==> config.mk <==
export PLATFORM = sky130hd
export DESIGN_NAME = amtx_port
export DESIGN_NICKNAME = d
export VERILOG_FILES = /design/src/design/amtx_pkg.sv /design/src/design/amtx_port.sv /design/src/design/amtx_sync.sv
export SDC_FILE = /design/constraint.sdc
export NUM_CORES = 1
export LEC_CHECK = 0
export BUFFER_PORTS_ARGS = -buffer_cell sky130_fd_sc_hd__buf_2
export CAP_MARGIN = 20
export CORE_UTILIZATION = 30
export CTS_CLUSTER_SIZE = 30
export DETAILED_ROUTE_END_ITERATION = 12
export SYNTH_ARGS = -nofsm -noshare
export SYNTH_HDL_FRONTEND = slang
export SYNTH_HIERARCHICAL = 1
export SYNTH_SLANG_ARGS = --single-unit
export TNS_END_PERCENT = 5
==> constraint.sdc <==
create_clock -name clock -period 1.8 [get_ports clock]
set_clock_uncertainty 0.15 [all_clocks]
set_input_delay 0.18 -clock clock [delete_from_list [all_inputs] [get_ports clock]]
set_output_delay 0.18 -clock clock [all_outputs]
set_load 0.01 [all_outputs]
==> src/design/amtx_pkg.sv <==
// Package with constants shared by the alternate medium port block
package amtx_pkg;
  // Width of the current transmit state field
  localparam int unsigned STATE_W = 3;
  // Code of the state field that means the transmitter is switched off
  localparam logic [STATE_W-1:0] OFF_TX_CODE = 3'h0;
  // Stages in each pin synchroniser
  localparam int unsigned SYNC_STAGES = 2;
  // Reset values of gated outputs and captured data
  localparam logic OUT_RST = 1'h0;
  localparam logic OE_RST  = 1'h0;
  // Link bit clock figure, for reference only
  localparam int unsigned LINK_MHZ = 125;

  // Alternate receive path sequencing
  typedef enum logic [1:0] {
    AMTX_ALT_OFF = 2'b00,
    AMTX_ALT_ARM = 2'b01,
    AMTX_ALT_RUN = 2'b10
  } amtx_alt_state_t;
endpackage

==> src/design/amtx_port.sv <==
// Alternate medium port gating and medium driver enable logic
// What this block does
// - Recovered clock driven only when alternate enabled
// - Recovered data driven only when alternate enabled
// - External receive inputs feed core only when enabled
// - Transmit bit clock driven only when gated on
// - Enable bit low: driver enable inverts polarity
// - Off-transmit state: driver enable inverts polarity
// - Otherwise driver enable follows polarity input
`timescale 1ns/1ps
module amtx_port (
  input  wire logic                     clock,
  input  wire logic                     rst,
  input  wire logic                     alt_medium_enable_bit,
  input  wire logic                     tx_bitclock_gate_bit,
  input  wire logic                     transmit_enable_bit,
  input  wire logic [amtx_pkg::STATE_W-1:0] current_transmit_state_field,
  input  wire logic                     driver_enable_polarity_in,
  input  wire logic                     recovered_clock_src,
  input  wire logic                     recovered_data_src,
  input  wire logic                     serial_rx_data_in,
  input  wire logic                     serial_rx_strobe_in,
  input  wire logic                     tx_bit_clock_src,
  input  wire logic                     ext_rx_clock_in,
  input  wire logic                     ext_rx_data_in,
  output logic                          recovered_clock_out,
  output logic                          recovered_clock_oe,
  output logic                          recovered_data_out,
  output logic                          recovered_data_oe,
  output logic                          tx_bit_clock_out,
  output logic                          tx_bit_clock_oe,
  output logic                          medium_driver_enable_out,
  output logic                          core_rx_data,
  output logic                          core_rx_valid,
  output logic                          alt_path_running
);
  import amtx_pkg::*;

  logic            ext_clk_s;
  logic            ext_data_s;
  logic            pol_s;
  logic            ext_clk_d_ff;
  logic            ext_rise;
  logic            off_transmit_state;
  amtx_alt_state_t alt_state_ff;
  amtx_alt_state_t nxt_alt_state;
  logic            pol_raw_s;
  logic [2:0]      link_sync;

  // Link clock and data share one synchroniser so their skew stays equal
  amtx_sync #(
    .WIDTH (3)
  ) u_link_sync (
    .clock    (clock),
    .rst      (rst),
    .async_in ({driver_enable_polarity_in, ext_rx_data_in, ext_rx_clock_in}),
    .sync_out (link_sync)
  );

  assign ext_clk_s  = link_sync[0];
  assign ext_data_s = link_sync[1];
  assign pol_raw_s  = link_sync[2];
  assign pol_s      = pol_raw_s;

  // Edge finder on the synchronised link clock
  always_ff @(posedge clock or posedge rst) begin
    if (rst) begin
      ext_clk_d_ff <= OUT_RST;
    end else begin
      ext_clk_d_ff <= ext_clk_s;
    end
  end

  // Data taken on link clock rise
  assign ext_rise = ext_clk_s & ~ext_clk_d_ff;

  // Alternate path sequencing: wait for a clean edge before using data
  always_comb begin
    nxt_alt_state = alt_state_ff;
    case (alt_state_ff)
      AMTX_ALT_OFF: begin
        if (alt_medium_enable_bit) begin
          nxt_alt_state = AMTX_ALT_ARM;
        end
      end
      AMTX_ALT_ARM: begin
        if (!alt_medium_enable_bit) begin
          nxt_alt_state = AMTX_ALT_OFF;
        end else if (ext_rise) begin
          nxt_alt_state = AMTX_ALT_RUN;
        end
      end
      AMTX_ALT_RUN: begin
        if (!alt_medium_enable_bit) begin
          nxt_alt_state = AMTX_ALT_OFF;
        end
      end
      default: begin
        nxt_alt_state = AMTX_ALT_OFF;
      end
    endcase
  end

  // State register of the alternate path
  always_ff @(posedge clock or posedge rst) begin
    if (rst) begin
      alt_state_ff <= AMTX_ALT_OFF;
    end else begin
      alt_state_ff <= nxt_alt_state;
    end
  end

  assign alt_path_running = (alt_state_ff == AMTX_ALT_RUN);

  always_ff @(posedge clock or posedge rst) begin
    if (rst) begin
      recovered_clock_out <= OUT_RST;
      recovered_clock_oe  <= OE_RST;
    end else begin
      recovered_clock_out <= alt_medium_enable_bit & recovered_clock_src;
      recovered_clock_oe  <= alt_medium_enable_bit;
    end
  end

  always_ff @(posedge clock or posedge rst) begin
    if (rst) begin
      recovered_data_out <= OUT_RST;
      recovered_data_oe  <= OE_RST;
    end else begin
      recovered_data_out <= alt_medium_enable_bit & recovered_data_src;
      recovered_data_oe  <= alt_medium_enable_bit;
    end
  end

  // Core input select
  // The first partial link bit after enabling is dropped, not forwarded
  always_ff @(posedge clock or posedge rst) begin
    if (rst) begin
      core_rx_data  <= OUT_RST;
      core_rx_valid <= OUT_RST;
    end else if (alt_medium_enable_bit) begin
      core_rx_valid <= alt_path_running & ext_rise;
      if (alt_path_running && ext_rise) begin
        core_rx_data <= ext_data_s;
      end
    end else begin
      core_rx_valid <= serial_rx_strobe_in;
      if (serial_rx_strobe_in) begin
        core_rx_data <= serial_rx_data_in;
      end
    end
  end

  always_ff @(posedge clock or posedge rst) begin
    if (rst) begin
      tx_bit_clock_out <= OUT_RST;
      tx_bit_clock_oe  <= OE_RST;
    end else begin
      tx_bit_clock_out <= tx_bitclock_gate_bit & tx_bit_clock_src;
      tx_bit_clock_oe  <= tx_bitclock_gate_bit;
    end
  end

  assign off_transmit_state = (current_transmit_state_field == OFF_TX_CODE);

  // Driver enable level, three flops after the pin
  always_ff @(posedge clock or posedge rst) begin
    if (rst) begin
      medium_driver_enable_out <= OUT_RST;
    end else if (transmit_enable_bit && !off_transmit_state) begin
      medium_driver_enable_out <= pol_s;
    end else begin
      medium_driver_enable_out <= ~pol_s;
    end
  end
endmodule // amtx_port

==> src/design/amtx_sync.sv <==
// Two flop synchroniser for a group of asynchronous pin inputs
`timescale 1ns/1ps
module amtx_sync #(
  parameter int unsigned WIDTH = 1
) (
  input  wire logic             clock,
  input  wire logic             rst,
  input  wire logic [WIDTH-1:0] async_in,
  output logic      [WIDTH-1:0] sync_out
);
  import amtx_pkg::*;

  logic [WIDTH-1:0] meta_ff;
  logic [WIDTH-1:0] sync_ff;

  // First stage is read only by the second stage
  always_ff @(posedge clock or posedge rst) begin
    if (rst) begin
      meta_ff <= '0;
      sync_ff <= '0;
    end else begin
      meta_ff <= async_in;
      sync_ff <= meta_ff;
    end
  end

  assign sync_out = sync_ff;
endmodule // amtx_sync

==> impl_metrics.env, run 1 <==
export IMPL_final_max_slew_viol_count=0
export IMPL_r2r_start="ext_clk_d_ff$_DFF_PP0_"
export IMPL_worstHoldPathCells=3
export IMPL_cts_tree="done"
export IMPL_ir_drop_mv=0.548
export IMPL_viasPerCell=4.04
export IMPL_critPathCaptureType="output pin"
export IMPL_initial_core_util_pct=32.7
export IMPL_r2r_end="core_rx_data$_DFFE_PP0P_"
export IMPL_rsz0062_at_grt="false"
export IMPL_dp_cells=85
export IMPL_syn_nets=52
export IMPL_htree_levels=1
export IMPL_root_buffer="clkbuf_4"
export IMPL_slowest_delay_ns=0.41
export IMPL_synthCells=36
export IMPL_slew_headroom_pct=72.4
export IMPL_maxCapViolations=0
export IMPL_hold_class="in2reg"
export IMPL_die_area_um2=2080
export IMPL_fin_cells=100
export IMPL_status="complete, no violations"
export IMPL_min_from="serial_rx_data_in"
export IMPL_dr_pass1_iters=2
export IMPL_ys_seq_elements=17
export IMPL_yosys_area_top_type="dfrtp_1"
export IMPL_gp_congestion=0.600
export IMPL_grt_overflow=0
export IMPL_antenna_found_initial=0
export IMPL_holdWs_ns=0.0346
export IMPL_syn_avg_cell_area_um2=15.8
export IMPL_power_density_nw_per_um2=816
export IMPL_ios=26
export IMPL_grt_pass1_vias=429
export IMPL_area_growth_pct=50.7
export IMPL_cts_buffers_inserted=3
export IMPL_ys_types=16
export IMPL_coreArea_um2=1750
export IMPL_stdcell_area_um2=860
export IMPL_start_kind="register"
export IMPL_min_to="core_rx_data$_DFFE_PP0P_"
export IMPL_antennaDiodeCount=0
export IMPL_timing_final_crit_share_pct=76.0
export IMPL_wl_um=990
export IMPL_vias=404
export IMPL_arrival_ns=1.04
export IMPL_placed_area_um2=719
export IMPL_final_cell_mix="buf_2 (25), dfrtp_1 (17), dlygate4sd3_1 (11), and2_1 (3), clkbuf_4 (3)"
export IMPL_ys_warn_count=6
export IMPL_synth_area_leaders="dfrtp_1 (75%), and2_1 (3.3%), and2b_2 (3.1%), and4bb_1 (2.2%), mux2_2 (2.0%)"
export IMPL_critPathTopFamily="flip-flops"
export IMPL_die_h_um=45.6
export IMPL_worstPathMaxFanout=4
export IMPL_crit_chain="and2b_2 -> buf_2"
export IMPL_finalNetCount=92
export IMPL_gr_usage_all_layers_pct=11.3
export IMPL_cts_max_path_buffers=2
export IMPL_period_needed_ns=1.37
export IMPL_r2r_cells=3
export IMPL_insertion_delay_ns=0.29
export IMPL_crit_path_top_delay_cell="dfrtp_1"
export IMPL_clk_pin_slew_ns=0.10
export IMPL_setup_viol=0
export IMPL_drt_initial_drc_count=3
export IMPL_std_cell_rows=15
export IMPL_grt_first_pass_wirelength_mm=1.55
export IMPL_cp_num_buf_inv=1
export IMPL_fmax_ghz=0.731
export IMPL_rrSetupSlack_ns=0.58
export IMPL_worst_pin_slew_ns=0.414
export IMPL_syn_cell_area_um2=571
export IMPL_die_width_um=45.6
export IMPL_drive_above_1_share_pct=44.0
export IMPL_power_mw=0.702
export IMPL_fin_tns_setup_ns=0
export IMPL_routedWlPerCell_um=9.90
export IMPL_crit_type="reg2out"
export IMPL_cp_required_ns=1.47
export IMPL_antenna_left=0
export IMPL_post_route_drc_count=0
export IMPL_grt_max_degree=12
export IMPL_p_leak_nw=0.433
export IMPL_yosysSeqAreaShare_pct=74.6
export IMPL_yosysTopAreaCellShare_pct=74.6
export IMPL_final_common_cell="buf_2"
export IMPL_n_fill_cell=144
export IMPL_hold_viol=0
export IMPL_clock_sinks=17
export IMPL_portBuffers=25
[registers in the layout, indices dropped and copies added (netlist names)]
register,count
alt_state_ff,2
recovered_data_out,1
core_rx_valid,1
core_rx_data,1
tx_bit_clock_oe,1
ext_clk_d_ff,1
medium_driver_enable_out,1
u_link_sync/sync_out,3
recovered_data_oe,1
tx_bit_clock_out,1
u_link_sync/meta_ff,3
recovered_clock_out,1
[layout make-up]
type | instances | area [um2] | area share (%)
clock buffers | 3 | 22.5 | 2.62
well taps | 25 | 31.3 | 3.64
clock inverters | 1 | 7.51 | 0.873
repair buffers | 36 | 235 | 27.4
flip-flops and latches | 17 | 425 | 49.5
multi-input cells | 16 | 130 | 15.1
inverters | 2 | 7.51 | 0.873
[cells by family (layout without fill, tap and decap cells)]
logic type | count (synthesis) | count (layout) | share of synthesized area [%]
AOI/OAI and AO/OA | 4 | 4 | 4.83
xor gates and xnor gates | 1 | 1 | 1.54
buffers and inverters | 3 | 42 | 2.63
DFF | 17 | 17 | 74.6
muxes | 2 | 2 | 3.73
and+or+nand+nor | 9 | 9 | 12.7
[worst register-to-register path: cells and delay by family, from the launching register on]
kind             cells  cell delay, ns
flip-flops           1            0.38
AO/OA/AOI/OAI        1            0.09
AND/OR/NAND/NOR      1            0.30
multiplexers         1            0.19
[timing repair]
| item | in CTS | in global routing |
|---|---|---|
| gates resized for setup | 0 | 0 |
| setup buffers | 0 | 0 |
| hold buffers | 11 | 0 |
| hold endpoints to repair | 27 | 0 |
[synthesized netlist by cell type]
master     n
dfrtp_1   17
and2_1     3
and2b_2    2
inv_1      2
a211oi_1   1
a21oi_1    1
and3b_2    1
and4bb_1   1
buf_4      1
mux2_2     1
mux2i_1    1
nor2b_1    1
nor3b_1    1
o21a_1     1
o31ai_1    1
xor2_1     1
[through the flow]
| stage | setup slack [ns] | utilization [%] |
|---|---|---|
| after global routing | 0.373 | 49.2 |
| after CTS | 0.418 | 49.2 |
| after floorplan | 0.645 | - |
| after global placement | 0.627 | 41.2 |
| final | 0.432 | 49.2 |
| after detailed placement | 0.592 | 41.2 |
[where the power goes]
part | total (mW) | internal, mW | switching, mW
Clock | 0.204 | 0.0845 | 0.119
Combinational | 0.0853 | 0.0494 | 0.0359
Sequential | 0.413 | 0.404 | 0.00826
[per-layer routing]
| metal | GRT usage [%] | vias up | wire, um |
|---|---|---|---|
| li1 | - | 196 | - |
| met1 | 10.5 | 186 | 384 |
| met2 | 20.0 | 22 | 540 |
| met3 | 7.14 | 0 | 66 |
| met4 | 3.64 | 0 | 0 |
| met5 | 0 | - | 0 |
[worst max path at each step]
stage,from,slack [ns],end,cells past startpoint
floorplan,alt_state_ff[0]$_DFFE_PP0P_,0.65,alt_state_ff[1]$_DFFE_PP0P_,3
global placement,alt_state_ff[0]$_DFFE_PP0P_,0.63,alt_state_ff[1]$_DFFE_PP0P_,3
detailed placement,ext_clk_d_ff$_DFF_PP0_,0.59,core_rx_data$_DFFE_PP0P_,3
CTS,alt_state_ff[1]$_DFFE_PP0P_,0.42,alt_path_running,2
global route,alt_state_ff[1]$_DFFE_PP0P_,0.37,alt_path_running,2
finish,alt_state_ff[1]$_DFFE_PP0P_,0.43,alt_path_running,2
Power figures use the tool's default switching activity.
==> inputs of run 2 (changes only) <==
--- a/config.mk
+++ b/config.mk
@@ -5,6 +5,7 @@
 export SDC_FILE = /design/constraint.sdc
 export NUM_CORES = 1
 export LEC_CHECK = 0
+export ABC_AREA = 1
 export BUFFER_PORTS_ARGS = -buffer_cell sky130_fd_sc_hd__buf_2
 export CAP_MARGIN = 20
 export CORE_UTILIZATION = 30
==> constraint.sdc (replaced) <==
create_clock -name clock -period 1.35 [get_ports clock]
set_clock_uncertainty 0.15 [all_clocks]
set_input_delay 0.135 -clock clock [delete_from_list [all_inputs] [get_ports clock]]
set_output_delay 0.135 -clock clock [all_outputs]
set_load 0.01 [all_outputs]
==> run 2 against run 1 <==
Power grew 33%. First-iteration DRC count shrank 100%. Flip-flop and latch count is the same. Die area grew 11%. Critical path type unchanged.
==> impl_metrics.env, run 2 <==
export IMPL_dpl_hpwl_um=822
export IMPL_fin_tns_setup_ns=0
export IMPL_fmax_ghz=0.789
export IMPL_synthAdderAreaFrac_pct=0
export IMPL_std_cell_rows=16
export IMPL_synthCells=55
export IMPL_area_growth_pct=41.9
export IMPL_synth_xor_area_share_pct=1.38
export IMPL_start_kind="register"
export IMPL_synth_common_cells="dfrtp_1 (17), inv_1 (13), nand2_1 (8)"
export IMPL_rsz0062_at_grt="false"
export IMPL_rrSetupSlack_ns=0.26
export IMPL_r2r_cells=5
export IMPL_syn_cell_area_um2=636
export IMPL_finalNetCount=109
export IMPL_grt_pass1_vias=507
export IMPL_yosys_area_top_type="dfrtp_1"
export IMPL_routedWlPerCell_um=9.59
export IMPL_hold_viol=0
export IMPL_period_needed_ns=1.27
export IMPL_setup_viol=0
export IMPL_antenna_found_initial=0
export IMPL_root_buffer="clkbuf_4"
export IMPL_yosysSeqAreaShare_pct=66.9
export IMPL_min_to="core_rx_data$_DFFE_PP0P_"
export IMPL_die_area_um2=2310
export IMPL_cts_max_path_buffers=2
export IMPL_vias=467
export IMPL_initial_core_util_pct=32.1
export IMPL_die_h_um=48.0
export IMPL_clk_pin_slew_ns=0.09
export IMPL_synth_top_family_by_area="simple AND/OR/NAND/NOR gates"
export IMPL_synth_simple_area_share_pct=14.8
export IMPL_drt_initial_drc_count=0
export IMPL_portBuffers=25
export IMPL_ys_types=16
export IMPL_syn_nets=71
export IMPL_final_cell_mix="buf_2 (25), dfrtp_1 (17), inv_1 (13), dlygate4sd3_1 (10), nand2_1 (8)"
export IMPL_final_common_cell="buf_2"
export IMPL_htree_levels=1
export IMPL_crit_type="reg2out"
export IMPL_final_max_slew_viol_count=0
export IMPL_ys_flop_type="dfrtp_1"
export IMPL_cts_buffers_inserted=3
export IMPL_insertion_delay_ns=0.28
export IMPL_async_reset_ff_share_pct=100
export IMPL_ctsHoldBuffers=10
export IMPL_synth_compound_area_share_pct=5.71
export IMPL_ys_seq_elements=17
export IMPL_wl_mm=1.14
export IMPL_clock_sinks=17
export IMPL_viasPerCell=3.92
export IMPL_coreArea_um2=1980
export IMPL_dr_pass1_iters=1
export IMPL_min_from="serial_rx_data_in"
export IMPL_maxCapViolations=0
export IMPL_antenna_left=0
export IMPL_cp_required_ns=1.07
export IMPL_yosysMostFrequentCell="dfrtp_1"
export IMPL_antennaDiodeCount=0
export IMPL_grt_max_degree=12
export IMPL_critPathCaptureType="output pin"
export IMPL_r2r_start="alt_state_ff[0]$_DFFE_PP0P_"
export IMPL_ir_drop_mv=0.788
export IMPL_grt_first_pass_wirelength_mm=1.93
export IMPL_timing_final_crit_share_pct=93.8
export IMPL_synth_area_leaders="dfrtp_1 (67%), inv_1 (7.7%), nand2_1 (4.7%), o21bai_4 (3.0%), nand3_4 (2.8%)"
export IMPL_arrival_ns=0.98
export IMPL_gr_usage_all_layers_pct=13.0
export IMPL_worstHoldPathCells=5
export IMPL_cts_tree="done"
export IMPL_power_density_nw_per_um2=1040
export IMPL_post_route_drc_count=0
export IMPL_fin_util_pct=45.5
export IMPL_r2r_end="core_rx_data$_DFFE_PP0P_"
export IMPL_post_cts_repair_setup_buffers=0
export IMPL_slew_headroom_pct=71.6
export IMPL_synthMuxAreaShare_pct=0
export IMPL_drive_above_1_share_pct=37.0
export IMPL_syn_avg_cell_area_um2=11.6
export IMPL_die_width_um=48.0
export IMPL_worst_pin_slew_ns=0.426
export IMPL_worstPathMaxFanout=3
export IMPL_p_leak_nw=0.492
export IMPL_grt_overflow=0
export IMPL_gp_congestion=0.598
export IMPL_status="complete, no violations"
export IMPL_yosysTopAreaCellShare_pct=66.9
export IMPL_hold_class="in2reg"
export IMPL_synth_edf_count=0
export IMPL_cts_resized=0
export IMPL_ys_warn_count=6
export IMPL_ios=26
==> run 2: cell types whose count changed in the layout (fill, tap and decap cells not counted), moves of 2 or more <==
cell / before / now
o21ai_1: 0 / 2
nand3_1: 0 / 3
and2_1: 3 / 0
inv_1: 2 / 13
nor2_1: 0 / 2
and2b_2: 2 / 0
nand2_1: 0 / 8
==> run 2: worst max path at each step <==
stage | startpoint | slack (ns) | to
floorplan | alt_state_ff[0]$_DFFE_PP0P_ | 0.35 | core_rx_data$_DFFE_PP0P_
global placement | alt_state_ff[0]$_DFFE_PP0P_ | 0.32 | core_rx_data$_DFFE_PP0P_
detailed placement | alt_state_ff[0]$_DFFE_PP0P_ | 0.27 | core_rx_data$_DFFE_PP0P_
CTS | alt_state_ff[1]$_DFFE_PP0P_ | 0.06 | alt_path_running
global route | alt_state_ff[1]$_DFFE_PP0P_ | 0.02 | alt_path_running
finish | alt_state_ff[1]$_DFFE_PP0P_ | 0.08 | alt_path_running
==> run 2: report_power, final <==
group          internal [mW]  total, mW  switching [mW]
Combinational         0.0643      0.127          0.0626
Clock                  0.115      0.256           0.141
Sequential             0.540      0.554          0.0143
Total                  0.718      0.937           0.218
==> run 2: layer usage <==
layer	wire, um	share of wire, %	vias to the layer above	GRT usage [%]
li1	-	-	236	-
met5	0	0	-	0
met1	442	39	214	11.2
met3	69	6.0	0	7.92
met4	0	0	0	1.67
met2	630	55	17	25.7
==> run 2: cell families (layout without fill, tap and decap cells) <==
| kind of cell | count (synthesis) | after routing |
|---|---|---|
| AOI/OAI and AO/OA | 4 | 4 |
| xor gates and xnor gates | 1 | 1 |
| buffers and inverters | 16 | 53 |
| DFF | 17 | 17 |
| and+or+nand+nor | 17 | 17 |
==> run 2: layout make-up <==
type / count / area (um2)
fill: 190 / 1080
timing repair buffer: 35 / 225
sequential: 17 / 425
clock buffer: 4 / 26.3
inverter: 14 / 52.6
tap: 27 / 33.8
multi-input combinational: 22 / 139
==> run 2: metrics by stage <==
stage / hold slack [ns] / instance area, um2 / instances / setup WS (ns) / power (mW)
floorplan: -0.224 / 636 / 55 / 0.347 / 0.624
global placement: -0.0912 / 776 / 105 / 0.323 / 0.666
detailed placement: -0.0883 / 776 / 105 / 0.266 / 0.672
CTS: 0.0289 / 902 / 119 / 0.0624 / 0.953
global route: 0.0727 / 902 / 119 / 0.0163 / 0.991
finish: 0.0390 / 902 / 119 / 0.0831 / 0.937
==> run 2: critical path: stages, from the launching register on <==
cell and delay (ns):
dfrtp_1 0.41, inv_2 0.08, nor2_4 0.09, buf_2 0.13
